File: src/shared/asram_consts.svh
// Constants for the async SRAM host controller
`ifndef ASRAM_CONSTS_SVH
`define ASRAM_CONSTS_SVH

// ----------------------------------------
// Geometry
// ----------------------------------------
`define ASRAM_ADDR_W      15
`define ASRAM_DATA_W      8

// ----------------------------------------
// Timing, in ns as printed, and derived cycles at the clock rate
// ----------------------------------------
`define ASRAM_CLK_NS      40
`define ASRAM_TRC_NS      70
`define ASRAM_TAA_NS      70
`define ASRAM_TPWE_NS     50
`define ASRAM_TSD_NS      30
`define ASRAM_THZWE_NS    25
`define ASRAM_THZOE_NS    25
`define ASRAM_CEIL(n)     (((n) + `ASRAM_CLK_NS - 1) / `ASRAM_CLK_NS)
`define ASRAM_RD_CYC      `ASRAM_CEIL(`ASRAM_TAA_NS)
`define ASRAM_WR_CYC      `ASRAM_CEIL(`ASRAM_TPWE_NS + `ASRAM_THZWE_NS + `ASRAM_TSD_NS)
`define ASRAM_TURN_CYC    `ASRAM_CEIL(`ASRAM_THZOE_NS)

`endif

File: src/shared/asram_pkg.sv
// Types for the async SRAM host controller
package asram_pkg;

	typedef enum logic [2:0] {
		ASRAM_IDLE,
		ASRAM_RD,
		ASRAM_WR,
		ASRAM_WR_END,
		ASRAM_TURN
	} asram_state_t;

endpackage : asram_pkg

File: src/logic/asram_wait.sv
// Down counter that times each phase of a memory cycle
`timescale 1ns/1ps
`include "asram_consts.svh"

module asram_wait #(
	parameter int CW = 4
) (
	input  wire logic          clk,   // System clock
	input  wire logic          nrst,  // Async reset, active low
	input  wire logic          load,  // Load a new count
	input  wire logic [CW-1:0] count, // Cycles to wait
	output logic               done   // Count has run out
);

	typedef struct packed {
		logic [CW-1:0] cnt;
	} asram_wait_t;

	asram_wait_t st_ff;
	asram_wait_t nxt_st;

	if (CW < 2) begin : g_bad_cw
		$error("asram_wait: CW too small");
	end

	always_comb begin
		nxt_st = st_ff;
		if (load) begin
			nxt_st.cnt = count;
		end else if (st_ff.cnt != '0) begin
			nxt_st.cnt = st_ff.cnt - {{(CW-1){1'b0}}, 1'b1};
		end
	end

	always_ff @(posedge clk or negedge nrst) begin
		if (!nrst) begin
			st_ff <= '0;
		end else begin
			st_ff <= nxt_st;
		end
	end

	// Plain compare: the sequencer reloads on done, so done must not look at load
	assign done = (st_ff.cnt == '0);

endmodule : asram_wait

File: src/logic/asram_host.sv
// Host controller that runs read and write cycles on a 32K x 8 async SRAM port
// Contract
// - A write runs only over the overlap of select low and write strobe low and ends when either rises.
// - The host holds write data around the rising edge that ends the write.
// - The host must not drive the data lines while the memory still drives them.
// - A strobe-controlled write with output drive low lasts at least float delay plus data set-up.
// - For a read the host presents the address no later than the select falling edge.
`timescale 1ns/1ps
`include "asram_consts.svh"

module asram_host #(
	parameter int AW      = `ASRAM_ADDR_W,
	parameter int DW      = `ASRAM_DATA_W,
	parameter int RD_CYC  = `ASRAM_RD_CYC,
	parameter int WR_CYC  = `ASRAM_WR_CYC,
	parameter int TURN_CYC = `ASRAM_TURN_CYC
) (
	input  wire logic          clk,        // System clock, 25 MHz
	input  wire logic          nrst,       // Async reset, active low
	input  wire logic          req_valid,  // Request present
	input  wire logic          req_write,  // 1 write, 0 read
	input  wire logic [AW-1:0] req_addr,   // Word address
	input  wire logic [DW-1:0] req_wdata,  // Write byte
	output logic               req_ready,  // Request taken this cycle when valid
	output logic               rsp_valid,  // Read data pulse
	output logic [DW-1:0]      rsp_rdata,  // Read byte
	output logic               wr_done,    // Write finished pulse
	output logic [AW-1:0]      mem_addr,   // Memory word address
	output logic               mem_sel_n,  // Chip select, active low
	output logic               mem_wr_n,   // Write strobe, active low
	output logic               mem_oe_n,   // Output drive, active low
	output logic [DW-1:0]      mem_dq_o,   // Data lines, host side
	output logic               mem_dq_oe_n, // Data drive enable, low drives
	input  wire logic [DW-1:0] mem_dq_i    // Data lines as seen at the pins
);

	// ----------------------------------------
	// Types and state
	// ----------------------------------------
	// Four timer bits cover every phase up to fifteen cycles
	localparam int CW = 4;

	typedef struct packed {
		asram_pkg::asram_state_t state;
		logic                    ready;
		logic                    rvalid;
		logic [DW-1:0]           rdata;
		logic                    wdone;
		logic [AW-1:0]           addr;
		logic                    sel_n;
		logic                    wr_n;
		logic                    oe_n;
		logic [DW-1:0]           dq;
		logic                    dq_oe_n;
		logic [DW-1:0]           sync1;
		logic [DW-1:0]           sync2;
	} asram_host_t;

	asram_host_t st_ff;
	asram_host_t nxt_st;
	logic        wt_load;
	logic [CW-1:0] wt_count;
	logic        wt_done;

	// ----------------------------------------
	// Parameter checks
	// ----------------------------------------
	// The read wait adds two synchroniser cycles on top of RD_CYC,
	// so every count must stay at or below the top of the timer
	if (AW != `ASRAM_ADDR_W || DW != `ASRAM_DATA_W) begin : g_bad_width
		$error("asram_host: port widths must match the memory");
	end
	if (RD_CYC < 1 || WR_CYC < 1 || TURN_CYC < 1 || RD_CYC > 13 || WR_CYC > 13 || TURN_CYC > 13) begin : g_bad_cyc
		$error("asram_host: cycle counts out of range");
	end

	// ----------------------------------------
	// Helpers
	// ----------------------------------------
	// Every phase length is cut to the timer width in one place
	function automatic logic [CW-1:0] to_cnt(input int n);
		return CW'(n);
	endfunction : to_cnt

	// ----------------------------------------
	// Phase timer
	// ----------------------------------------
	// Reloaded in the same cycle it runs out only when a read hands over to the turn gap; a write reloads it a cycle later, in ASRAM_WR_END
	asram_wait #(
		.CW(CW)
	) u_wait (
		.clk  (clk),
		.nrst (nrst),
		.load (wt_load),
		.count(wt_count),
		.done (wt_done)
	);

	// ----------------------------------------
	// Sequencer
	// ----------------------------------------
	always_comb begin
		nxt_st       = st_ff;
		wt_load      = 1'b0;
		wt_count     = '0;
		nxt_st.rvalid = 1'b0;
		nxt_st.wdone  = 1'b0;
		nxt_st.ready  = 1'b0;
		// Pin data passes two flops before use
		nxt_st.sync1 = mem_dq_i;
		nxt_st.sync2 = st_ff.sync1;
		case (st_ff.state)
			asram_pkg::ASRAM_IDLE: begin
				// Pins rest released between cycles, keeping the memory in standby
				nxt_st.sel_n   = 1'b1;
				nxt_st.wr_n    = 1'b1;
				nxt_st.oe_n    = 1'b1;
				nxt_st.dq_oe_n = 1'b1;
				if (req_valid && st_ff.ready) begin
					// Address goes out with the select edge, never after it
					nxt_st.addr  = req_addr;
					nxt_st.sel_n = 1'b0;
					wt_load      = 1'b1;
					if (req_write) begin
						// Output drive stays high so the memory never contends with us
						nxt_st.dq      = req_wdata;
						nxt_st.dq_oe_n = 1'b0;
						nxt_st.wr_n    = 1'b0;
						// Strobe stays low WR_CYC plus one cycles, past float delay and set-up
						wt_count       = to_cnt(WR_CYC);
						nxt_st.state   = asram_pkg::ASRAM_WR;
					end else begin
						nxt_st.oe_n  = 1'b0;
						// Two extra cycles cover the input synchroniser
						wt_count     = to_cnt(RD_CYC + 2);
						nxt_st.state = asram_pkg::ASRAM_RD;
					end
				end else begin
					nxt_st.ready = 1'b1;
				end
			end
			asram_pkg::ASRAM_RD: begin
				if (wt_done) begin
					nxt_st.rdata  = st_ff.sync2;
					nxt_st.rvalid = 1'b1;
					// Memory floats within the turn gap before anyone drives again
					nxt_st.sel_n  = 1'b1;
					nxt_st.oe_n   = 1'b1;
					wt_load       = 1'b1;
					wt_count      = to_cnt(TURN_CYC);
					nxt_st.state  = asram_pkg::ASRAM_TURN;
				end
			end
			asram_pkg::ASRAM_WR: begin
				if (wt_done) begin
					// Strobe ends the write; data and address held one more cycle
					nxt_st.wr_n  = 1'b1;
					nxt_st.state = asram_pkg::ASRAM_WR_END;
				end
			end
			asram_pkg::ASRAM_WR_END: begin
				// Select rises a cycle after the strobe, so the two never rise together
				nxt_st.sel_n   = 1'b1;
				nxt_st.dq_oe_n = 1'b1;
				nxt_st.wdone   = 1'b1;
				wt_load        = 1'b1;
				wt_count       = to_cnt(1);
				nxt_st.state   = asram_pkg::ASRAM_TURN;
			end
			asram_pkg::ASRAM_TURN: begin
				// Gap lets the memory float before the next cycle drives the bus
				if (wt_done) begin
					nxt_st.ready = 1'b1;
					nxt_st.state = asram_pkg::ASRAM_IDLE;
				end
			end
			default: begin
				nxt_st.state = asram_pkg::ASRAM_IDLE;
			end
		endcase
	end

	// ----------------------------------------
	// State register
	// ----------------------------------------
	// Pins come out of reset released, so the memory sits deselected
	always_ff @(posedge clk or negedge nrst) begin
		if (!nrst) begin
			st_ff         <= '0;
			st_ff.state   <= asram_pkg::ASRAM_IDLE;
			st_ff.sel_n   <= 1'b1;
			st_ff.wr_n    <= 1'b1;
			st_ff.oe_n    <= 1'b1;
			st_ff.dq_oe_n <= 1'b1;
		end else begin
			st_ff <= nxt_st;
		end
	end

	// ----------------------------------------
	// Outputs
	// ----------------------------------------
	// Every pin comes straight from a flop, so no glitch reaches the memory
	assign req_ready   = st_ff.ready;
	assign rsp_valid   = st_ff.rvalid;
	assign rsp_rdata   = st_ff.rdata;
	assign wr_done     = st_ff.wdone;
	assign mem_addr    = st_ff.addr;
	assign mem_sel_n   = st_ff.sel_n;
	assign mem_wr_n    = st_ff.wr_n;
	assign mem_oe_n    = st_ff.oe_n;
	assign mem_dq_o    = st_ff.dq;
	assign mem_dq_oe_n = st_ff.dq_oe_n;

endmodule : asram_host

File: config.mk
export PLATFORM = sky130hd
export DESIGN_NAME = asram_host
export DESIGN_NICKNAME = d
export VERILOG_FILES = /design/src/shared/asram_pkg.sv /design/src/logic/asram_wait.sv /design/src/logic/asram_host.sv
export VERILOG_INCLUDE_DIRS = /design/src /design/src/shared
export SDC_FILE = /design/constraint.sdc
export NUM_CORES = 1
export LEC_CHECK = 0
export ABC_AREA = 1
export BUFFER_PORTS_ARGS = -buffer_cell sky130_fd_sc_hd__buf_2
export CAP_MARGIN = 20
export CORE_MARGIN = 3
export CORE_UTILIZATION = 51
export CTS_CLUSTER_SIZE = 30
export DETAILED_ROUTE_END_ITERATION = 16
export GPL_TIMING_DRIVEN = 0
export PLACE_DENSITY = 0.88
export SLEW_MARGIN = 20
export SYNTH_ARGS = -nofsm -noshare
export SYNTH_HDL_FRONTEND = slang
export SYNTH_HIERARCHICAL = 1
export SYNTH_SLANG_ARGS = --single-unit
File: constraint.sdc
create_clock -name clk -period 2.5 [get_ports clk]
set_input_delay 0.125 -clock clk [delete_from_list [all_inputs] [get_ports clk]]
set_output_delay 0.125 -clock clk [all_outputs]
set_load 0.005 [all_outputs]
# After elaboration in Yosys (flattened, before gate mapping)
# Index checks and enable logic that the tools add are counted.
# classes
n_reduce_logical	16
n_eq_ne	8
add_sub_neg	1
mux	29
# op_table
op	n
9-bit 2-to-1 mux	3
4-bit 2-to-1 mux	4
3-bit case mux with 5 select lines	1
12-bit 2-to-1 mux	1
3-bit 2-to-1 mux	4
4-bit case mux with 3 select lines	1
2-bit AND reduction	5
1-bit 2-to-1 mux	8
1-bit case mux with 2 select lines	4
2-bit nonzero test	4
3-bit by 2-bit == test with 1-bit output, second input constant	2
2-bit by 1-bit inequality test with 1-bit output, second input constant	3
1-bit case mux with 3 select lines	2
4-bit zero test	1
4-bit AND reduction	1
4-bit nonzero test	1
4-bit by 1-bit subtractor with 4-bit output, second input constant	1
3-bit by 1-bit == test with 1-bit output, second input constant	1
3-bit == test, second input constant	1
3-bit zero test	1
3-bit AND reduction	1
3-bit nonzero test	1
2-bit 2-to-1 mux	1
2-bit inequality test, second input constant	1
1-bit logical AND	1
# totals
output_inout_bits	38
regBits	61
inputBits	35
elab_cells	68

# Logic depth before layout (Yosys ltp)
# Gate-level depths: netlist of the first run.
# logic_depth
depth_word	4
mapped_depth	13

# Modules after synthesis
# Netlist of the first run, hierarchy kept.
# by_module_without_submodules
module	area_each_um2	cells_each	instances
asram_host	2297.2	235	1
asram_wait	242.7	34	1

# Least setup slack after synthesis of the first run
# Ideal clock, no wire load.
# synth_path
kind	reg-to-reg
start	register u_wait/st_ff[0] (netlist bit)
end	register u_wait/st_ff[3] (netlist bit)
t_arrival_ns	1.619
path_stages_with_launch	14
path_slack_ns	0.765
period_less_slack_ns	1.735
setup_ns	0.116
cell_sequence	dfrtp_1 -> inv_1 -> ha_1 -> nand2_1 -> inv_1 -> nand3_2 -> inv_2 -> nor2_1 -> nand2_1 -> inv_1 -> nand2_1 -> inv_1 -> nand2_1 -> nand2_1
# synth_via
elab_chain_len	4
# synth_rtl
item	line_no	rtl
start: declaration	asram_wait.sv:19	asram_wait_t st_ff;
start signal: assignment	asram_wait.sv:39	st_ff <= nxt_st;
4-bit zero test *	asram_wait.sv:44	assign done = (st_ff.cnt == '0);
named net wt_done	asram_host.sv:63	logic wt_done;
1-bit 2-to-1 mux *	asram_host.sv:143	if (wt_done) begin
1-bit case mux with 3 select lines *	asram_host.sv:112	case (st_ff.state)
named net wt_load	asram_host.sv:61	logic wt_load;
4-bit 2-to-1 mux / 2-bit nonzero test (equally long branches)	n/a	
# Mark *: on every way through the listed nets, which the timed path passes. The rest lies on a longest branch. The select of a mux whose other input is x is not followed.
# A chain may end at the register's enable or synchronous reset.

# Worst setup path in the final report of the first run
# Same ends and word-level chain as after synthesis.

==> impl_summary.md, run 1 <==
Run status
The flow ran to the end, and the final reports show no timing, DRC or antenna violations.

STA
At the pin with the least slew margin, the transition time is 0.7376 ns. Setup repair after global routing left no endpoint under its margin. The fmax is 459.8 MHz. The final period utilization is 0.8700. For the final routed database, the setup TNS stands at 0 ns. The final count of negative-setup-slack endpoints is 0. The clock period could shrink to 2.175 ns. The clock skew after layout is 0.008024 ns. The count of final hold-check violations is 0. The max-slew headroom at the worst pin is 0.5083. The number of pins with negative max-slew slack in the final report came to 0.

Power
The worst vdd rail ir drop is 0.4693 mV. The sum of internal, switching and leakage power is 4085 uW. For this design the static power due to leakage is 0.001958 uW. The total power density per cell area is 1176 nW/um^2.

Worst hold path
The worst hold path belongs to the class primary input to flip-flop. The startpoint identified for the worst hold timing path is req_addr[10]. Counting instances, the worst hold path has a depth of 3. The path with the worst hold slack has its endpoint at mem_addr[10].

Finish
The number of nets in the layout is 414. The share of layout cells above drive strength 1 is 0.3551. 0 antenna diodes ended up in the layout.

The area growth from synthesis to layout is 36.75%. Fill cells in the final layout number 335.

Synthesis
The synthesized netlist cell count is 269. The synthesized design spends more area on one cell type than any other, namely sky130_fd_sc_hd__dfrtp_1. The area share of and/or/nand/nor cells after synthesis is 0.2458.

The largest family of logic cells by synthesized area is simple AND/OR/NAND/NOR gates. Of the total synthesized cell area, the portion taken by full adders, half adders and majority gates is 0.004926. The sequential share of the synthesized area is 0.6030. Sorting the synthesized cells by area gives the leading types as sky130_fd_sc_hd__dfrtp_1 56%, sky130_fd_sc_hd__nand2_1 18%, sky130_fd_sc_hd__buf_4 9.2%. The count of synthesis-stage warnings from yosys is 6.

The post-synthesis instance area is 2540 um^2. The area share of the largest cell type after synthesis is 0.5616. The xor and xnor fraction of the mapped netlist area is 0.003448. The post-synthesis mux area share is 0. The flip-flop and latch count after synthesis is 61. The synthesized-area fraction occupied by ao, oa, aoi and oai cells was 0.02069.

The count of distinct cell types in the synthesized netlist is 22. The average instance area after synthesis is 9.442 um^2. When the netlist entered floorplanning its net count stood at 305.

Floorplanning
73 I/O pins were placed. For this configuration, the core starts out at a cell density of 0.5342. The floorplan step set the die width to 76.57 um. The floorplan row count is 25.

The area enclosed by the die boundary is 5863 um^2. The core region area is 4755 um^2. From bottom edge to top edge, the die measures 76.57 um.

Clocking
The clock slew at the register clock pins of the worst setup and hold paths is 0.07 ns. The setup fix buffers added after clock tree synthesis is 0. The latest clock arrival within the worst-skew pair is 0.34 ns. The maximum level of the CTS H-tree is 3. TritonCTS built the clock tree. The number of clock sinks seen by CTS is 61. The root buffer cell is sky130_fd_sc_hd__clkbuf_8. No sink is reached through more buffers than the 2 on the longest clock path. In this run, CTS created clock tree buffers numbering 9.

Setup path
Setup slack on the worst reg-to-reg path comes out at 0.33 ns. The startpoint type of the worst setup path is a flip-flop. The kind of capture point of the worst setup path is a flip-flop. The cell count of the worst reg-to-reg path is 13. The startpoint identified for the worst register-to-register timing path is u_wait/st_ff[0]. The endpoint required time on the critical path is 2.72 ns.

For the worst setup path, the data arrival time is 2.40 ns. The critical path starts at u_wait/st_ff[0]. Along the worst path, the maximum fanout reaches 10. The worst reg2reg path endpoint is u_wait/st_ff[3]. The critical path is of the flip-flop to flip-flop type.

Placement
At the end of routability-driven placement, the weighted congestion stood at 0.8381. The detailed placer's ending HPWL is 3447 um. The count of input and output buffers is 72.

Job
The number of maximum-capacitance violations is 0.

Detailed routing
In the routed layout, each cell is associated on average with a via count of 4.602. The average detailed-routed wire length per instance is 12.85 um. For this run, design rule violations remaining after detail routing come to 0. The detail route stage leaves a number of antenna-violating nets equal to 0. The detailed-route wire length is 5781 um. The initial detailed-routing violation count is 176.

The routed via count is 2071. The number of iterations in the first detailed-routing pass is 4.

GRT
Entering global routing, the biggest net connects 62 pins. The number of global-route vias before repair came to 2155. The global-route congestion overflow total is 0. For this run, the total global-route usage over all layers was measured as 0.2114.

The number of antenna violations at the first check in global routing is 0. The first global-routing pass estimated 9556 um of wire.
-- metrics by stage --
step / std cells / hold WS (ns) / worst slack, ns / instance area [um^2] / util
after floorplan: 269 / -0.1706 / 0.7646 / 2540 / -
after global placement: 408 / 0.2333 / 0.4772 / 2984 / 0.6276
after detailed placement: 408 / 0.2343 / 0.3759 / 2987 / 0.6282
after CTS: 450 / 0.0007520 / 0.3611 / 3473 / 0.7305
after global routing: 450 / 0.02433 / 0.1631 / 3473 / 0.7305
final: 450 / 0.005983 / 0.3251 / 3473 / 0.7305
-- worst max-delay path: stages (launching register included) --
cell and delay (ns):
sky130_fd_sc_hd__dfrtp_1 0.38, sky130_fd_sc_hd__inv_1 0.12, sky130_fd_sc_hd__ha_1 0.24, sky130_fd_sc_hd__nand2_1 0.09
sky130_fd_sc_hd__inv_1 0.11, sky130_fd_sc_hd__nand3_2 0.23, sky130_fd_sc_hd__inv_2 0.24, sky130_fd_sc_hd__nor2_1 0.09
sky130_fd_sc_hd__nand2_1 0.19, sky130_fd_sc_hd__inv_1 0.11, sky130_fd_sc_hd__nand2_1 0.10, sky130_fd_sc_hd__inv_1 0.04
sky130_fd_sc_hd__nand2_1 0.06, sky130_fd_sc_hd__nand2_1 0.05
-- Yosys cell counts --
| library cell | n |
|---|---|
| sky130_fd_sc_hd__nand2_1 | 119 |
| sky130_fd_sc_hd__dfrtp_1 | 57 |
| sky130_fd_sc_hd__buf_4 | 31 |
| sky130_fd_sc_hd__nor2_1 | 13 |
| sky130_fd_sc_hd__inv_1 | 11 |
| sky130_fd_sc_hd__nand3_1 | 6 |
| sky130_fd_sc_hd__o21ai_0 | 5 |
| sky130_fd_sc_hd__a21oi_1 | 4 |
| sky130_fd_sc_hd__dfstp_2 | 4 |
| sky130_fd_sc_hd__inv_2 | 3 |
| sky130_fd_sc_hd__buf_2 | 2 |
| sky130_fd_sc_hd__nand2_4 | 2 |
| sky130_fd_sc_hd__nand3_2 | 2 |
| sky130_fd_sc_hd__nor2_2 | 2 |
| sky130_fd_sc_hd__buf_6 | 1 |
| sky130_fd_sc_hd__conb_1 | 1 |
| sky130_fd_sc_hd__ha_1 | 1 |
| sky130_fd_sc_hd__nand4_2 | 1 |
| sky130_fd_sc_hd__nor2_4 | 1 |
| sky130_fd_sc_hd__nor2_8 | 1 |
| sky130_fd_sc_hd__o21bai_1 | 1 |
| sky130_fd_sc_hd__xnor2_1 | 1 |
-- how the worst max path moves through the flow --
stage                           end  slack, ns  cells after the start
floorplan           u_wait/st_ff[3]       0.76                     13
global placement    u_wait/st_ff[3]       0.48                     13
detailed placement  u_wait/st_ff[3]       0.38                     13
CTS                 u_wait/st_ff[3]       0.36                     13
global route        u_wait/st_ff[3]       0.16                     13
finish              u_wait/st_ff[3]       0.33                     13
-- layer usage --
metal,GRT usage,vias up,share of wire
met2,0.3875,67,0.54
met5,0,-,0
li1,-,1010,-
met1,0.2235,976,0.38
met4,0.1141,0,0.035
met3,0.04728,18,0.045
-- power by group --
part           internal, uW  leakage [uW]  switching (uW)
clock                   617      0.000110             374
combinational           768       0.00110             772
sequential             1340      0.000748             211
total                  2730       0.00196            1360
-- cell type report --
| type | count | area [um^2] | share of cell area |
|---|---|---|---|
| Sequential cell | 61 | 1531 | 0.4409 |
| Multi-Input combinational cell | 160 | 701.9 | 0.2021 |
| Timing Repair Buffer | 98 | 623.1 | 0.1794 |
| Buffer | 34 | 254.0 | 0.07313 |
| Clock buffer | 13 | 158.9 | 0.04575 |
| Tap cell | 67 | 83.83 | 0.02414 |
| Clock inverter | 3 | 67.56 | 0.01945 |
| Inverter | 14 | 52.55 | 0.01513 |
-- cells by family (layout without fill, tap and decap cells) --
| kind of cell | after synthesis | after routing |
|---|---|---|
| adders and majority gates | 1 | 1 |
| and+or+nand+nor | 147 | 147 |
| xor gates and xnor gates | 1 | 1 |
| other | 1 | 1 |
| buffers and inverters | 48 | 162 |
| AOI/OAI and AO/OA | 10 | 10 |
| DFF | 61 | 61 |
-- layout by cell type (no fill, tap or decap) --
cell / Yosys / routed
sky130_fd_sc_hd__buf_4: 31 / 32
sky130_fd_sc_hd__inv_2: 3 / 3
sky130_fd_sc_hd__dlygate4sd3_1: 0 / 26
sky130_fd_sc_hd__bufinv_16: 0 / 2
sky130_fd_sc_hd__nor2_4: 1 / 1
sky130_fd_sc_hd__nand2_1: 119 / 119
sky130_fd_sc_hd__dfstp_2: 4 / 4
sky130_fd_sc_hd__xnor2_1: 1 / 1
sky130_fd_sc_hd__o21bai_1: 1 / 1
sky130_fd_sc_hd__ha_1: 1 / 1
sky130_fd_sc_hd__clkbuf_1: 0 / 2
sky130_fd_sc_hd__a21oi_1: 4 / 4
sky130_fd_sc_hd__clkbuf_8: 0 / 11
sky130_fd_sc_hd__buf_6: 1 / 1
sky130_fd_sc_hd__clkinvlp_4: 0 / 1
sky130_fd_sc_hd__buf_2: 2 / 73
sky130_fd_sc_hd__nor2_8: 1 / 1
sky130_fd_sc_hd__o21ai_0: 5 / 5
sky130_fd_sc_hd__nand4_2: 1 / 1
sky130_fd_sc_hd__nand2_4: 2 / 2
sky130_fd_sc_hd__nand3_1: 6 / 6
sky130_fd_sc_hd__nor2_2: 2 / 2
sky130_fd_sc_hd__nor2_1: 13 / 13
sky130_fd_sc_hd__conb_1: 1 / 1
sky130_fd_sc_hd__dfrtp_1: 57 / 57
sky130_fd_sc_hd__nand3_2: 2 / 2
sky130_fd_sc_hd__inv_1: 11 / 11
-- flip-flops by register name (all words and copies together), names as in the netlist --
register / cells
wr_done: 1
rsp_rdata: 8
mem_dq_o: 8
rsp_valid: 1
req_ready: 1
mem_sel_n: 1
u_wait/st_ff: 4
mem_dq_oe_n: 1
st_ff: 11
mem_wr_n: 1
mem_oe_n: 1
mem_addr: 15
nxt_st: 8
-- timing repair --
action	4_1_cts	5_1_grt
hold buffers	26	0
resized for setup	0	0
endpoints found under the hold margin	82	0
(Power assumes the default switching activity.)
==> run 2, diff against run 1 <==
--- a/config.mk
+++ b/config.mk
@@ -10,12 +10,13 @@
 export BUFFER_PORTS_ARGS = -buffer_cell sky130_fd_sc_hd__buf_2
 export CAP_MARGIN = 20
 export CORE_MARGIN = 3
-export CORE_UTILIZATION = 51
+export CORE_UTILIZATION = 53
+export CTS_BUF_LIST = sky130_fd_sc_hd__clkbuf_8
 export CTS_CLUSTER_SIZE = 30
 export DETAILED_ROUTE_END_ITERATION = 16
 export GPL_TIMING_DRIVEN = 0
-export PLACE_DENSITY = 0.88
-export SLEW_MARGIN = 20
+export PLACE_DENSITY = 0.9
+export SLEW_MARGIN = 0
 export SYNTH_ARGS = -nofsm -noshare
 export SYNTH_HDL_FRONTEND = slang
 export SYNTH_HIERARCHICAL = 1
==> impl_summary.md, run 2 (synthesis gave the netlist of run 1 again) <==
STA
The final setup TNS is 0 ns (unchanged). The clock skew after layout was 0.009014 ns (+0.0009897 ns). The number of pins with negative max-slew slack in the final report is 0 (unchanged).

The shortest period the worst path allows is 2.095 ns (-0.08024 ns). The measured slew at the worst slew-check pin is 0.7999 ns (+0.06230 ns). The final worst hold slack came to 0.008848 ns (+0.002865 ns).

The fmax is 477.4 MHz (+3.8%). Setup repair after global routing left no endpoint under its margin. The final count of negative-setup-slack endpoints came to 0 (unchanged).

The final worst setup slack came to 0.4054 ns (+0.08024 ns). The max-slew headroom at the worst pin is 0.4667 (-0.04153). The final period utilization came to 0.8379 (-0.03210).

The count of final hold-check violations is 0 (unchanged).

Placement
The detailed placer's ending HPWL is 3670 um (+6.5%). The count of input and output buffers was 72 (unchanged). The worst setup slack before clock tree synthesis is 0.4214 ns (+0.04542 ns). The placer congestion estimate is 0.8526 (+1.7%).

Power
The design internal power is 2475 uW (-9.2%). The switching share of power is 0.3420 (+0.009497). The worst vdd rail ir drop came to 0.5692 mV (+21%). The part of the total power dissipated in sequential elements is 0.411 (+0.031). The share of power burned in the clock network was 0.189 (-0.054). The power dissipated by switching net loads is 1287 uW (-5.3%). The leakage component of the power is 0.001941 uW (-0.87%). The share of power burned in combinational logic is 0.401 (+0.024).

The total power density per cell area is 1117 nW/um^2 (-5.0%). The sum of internal, switching and leakage power is 3762 uW (-7.9%).

Clocking
The maximum level of the CTS H-tree came to 3 (unchanged). The clock slew at the register clock pins of the worst setup and hold paths was 0.06 ns (about the same). The tree is rooted in a sky130_fd_sc_hd__clkbuf_8. The number of buffers on the longest clock path is 2 (unchanged).

The number of clock sinks seen by CTS was 61 (unchanged). The count of cells resized by post-cts repair came to 0 (unchanged). The latest clock arrival within the worst-skew pair is 0.32 ns (-0.02 ns).

The hold buffer count at cts is 21 (-19%). The number of buffers added by the clock tree synthesis step is 9 (unchanged). The TritonCTS clock tree is yes.

The setup fix buffers added after clock tree synthesis is 0 (unchanged).

Floorplanning
The floorplan row count was 24 (-4.0%). The height of the die is 75.23 um (-1.8%). The core region area came to 4504 um^2 (-5.3%). The count of pins on the block boundary was 73 (unchanged).

The x dimension of the die is 75.23 um (-1.8%). The area enclosed by the die boundary is 5659 um^2 (-3.5%). The starting utilization of the core area is 0.5639 (+0.02968).

Worst hold path
The cell depth of the worst min-delay path is 3 (unchanged). The class of the worst hold path is primary input to flip-flop.

Setup path
The biggest fanout along the worst timing path was 10 (unchanged). The endpoint required time on the critical path was 2.71 ns (about the same). The category of the most critical setup path is flip-flop to flip-flop. STA classifies the critical path endpoint as a flip-flop. The cell count of the worst reg-to-reg path is 13 (unchanged). STA classifies the critical path startpoint as a flip-flop. The data arrival time at the worst-slack endpoint is 2.30 ns (-0.10 ns).

Finish
The library cells used most frequently in the layout, excluding fill and tap cells, are 119 x sky130_fd_sc_hd__nand2_1, 74 x sky130_fd_sc_hd__buf_2, 57 x sky130_fd_sc_hd__dfrtp_1. The share of layout cells above drive strength 1 was 0.3553 (about the same). The area growth from synthesis to layout is 32.61%. The number of flip-flops under the largest register name is 15 (unchanged).

The final standard cell utilization of the core is 0.7478 (+0.01725). The number of nets in the layout is 411 (-0.72%). The antenna diode count came to 0 (unchanged). Leaving out fill and tap cells, the most frequent cell in the layout is sky130_fd_sc_hd__nand2_1.

The count of filler cells inserted in the layout came to 320 (-4.5%).

Detailed routing
The number of iterations in the first detailed-routing pass was 4 (unchanged). The remaining antenna violation count after routing is 0 (unchanged). The initial detailed-routing violation count was 143 (-19%). The routed via count is 1997 (-3.6%). The DRC violations left came to 0 (unchanged). The detailed-route wire length is 5369 um (-7.1%). The average vias per placed instance came to 4.623 (+0.44%).

The average detailed-routed wire length per instance came to 12.43 um (-3.3%).

Job
The number of maximum-capacitance violations came to 0 (unchanged).

GRT
The number of antenna violations at the first check in global routing is 0 (unchanged). The first-pass GRT wire length is 8645 um (-9.5%). The global-route congestion overflow total is 0 (unchanged).

The global routing usage summed across all routing layers is 0.2091 (-0.002256). The number of global-route vias before repair is 1938 (-10%). The pin count of the biggest net entering global routing came to 36 (-42%).

Run status
The run finished with clean final reports.
-- run 2: through the flow --
stage	cells	cell area (um^2)
global placement	393	2965
finish	432	3368
CTS	431	3358
global route	432	3368
floorplan	269	2540
detailed placement	394	2985
-- run 2: area by class of cell --
type / count / area [um^2] / area share
Multi-Input combinational cell: 160 / 701.9 / 0.2084
Clock buffer: 10 / 137.6 / 0.04086
Buffer: 34 / 254.0 / 0.07541
Sequential cell: 61 / 1531 / 0.4547
Clock inverter: 6 / 25.02 / 0.007429
Tap cell: 52 / 65.06 / 0.01932
Timing Repair Buffer: 95 / 600.6 / 0.1783
Inverter: 14 / 52.55 / 0.01560
-- run 2: worst max-delay path: stages, from the launching register on --
cell	delay, ns
sky130_fd_sc_hd__dfrtp_1	0.37
sky130_fd_sc_hd__inv_1	0.11
sky130_fd_sc_hd__ha_1	0.23
sky130_fd_sc_hd__nand2_1	0.08
sky130_fd_sc_hd__inv_1	0.12
sky130_fd_sc_hd__nand3_2	0.23
sky130_fd_sc_hd__inv_2	0.23
sky130_fd_sc_hd__nor2_1	0.10
sky130_fd_sc_hd__nand2_1	0.18
sky130_fd_sc_hd__inv_1	0.09
sky130_fd_sc_hd__nand2_1	0.09
sky130_fd_sc_hd__inv_1	0.04
sky130_fd_sc_hd__nand2_1	0.05
sky130_fd_sc_hd__nand2_1	0.04
-- run 2: layer usage --
layer  wire length (um)  GRT usage
met1               2161     0.2383
met5                  0          0
met2               2890     0.3694
met4                102     0.1049
met3                215    0.04539
-- run 2: power by group through the flow --
stage | Sequential, uW | Combinational (uW) | Clock (uW)
6_report | 1540 | 1510 | 710
2_1_floorplan | 1510 | 1020 | 0
3_3_place_gp | 1530 | 1420 | 0
4_1_cts | 1540 | 1520 | 729
5_1_grt | 1580 | 1710 | 785
3_5_place_dp | 1560 | 1490 | 0
-- run 2: worst paths after layout --
check	from	to	slack (ns)
max in group asynchronous	nrst	mem_dq_oe_n	1.36
min reg2reg	nxt_st[0]	st_ff[0]	0.34
max reg2reg	u_wait/st_ff[0]	u_wait/st_ff[3]	0.41
min in group asynchronous	nrst	rsp_valid	0.45
min	req_wdata[2]	mem_dq_o[2]	0.009
max	u_wait/st_ff[0]	u_wait/st_ff[3]	0.41
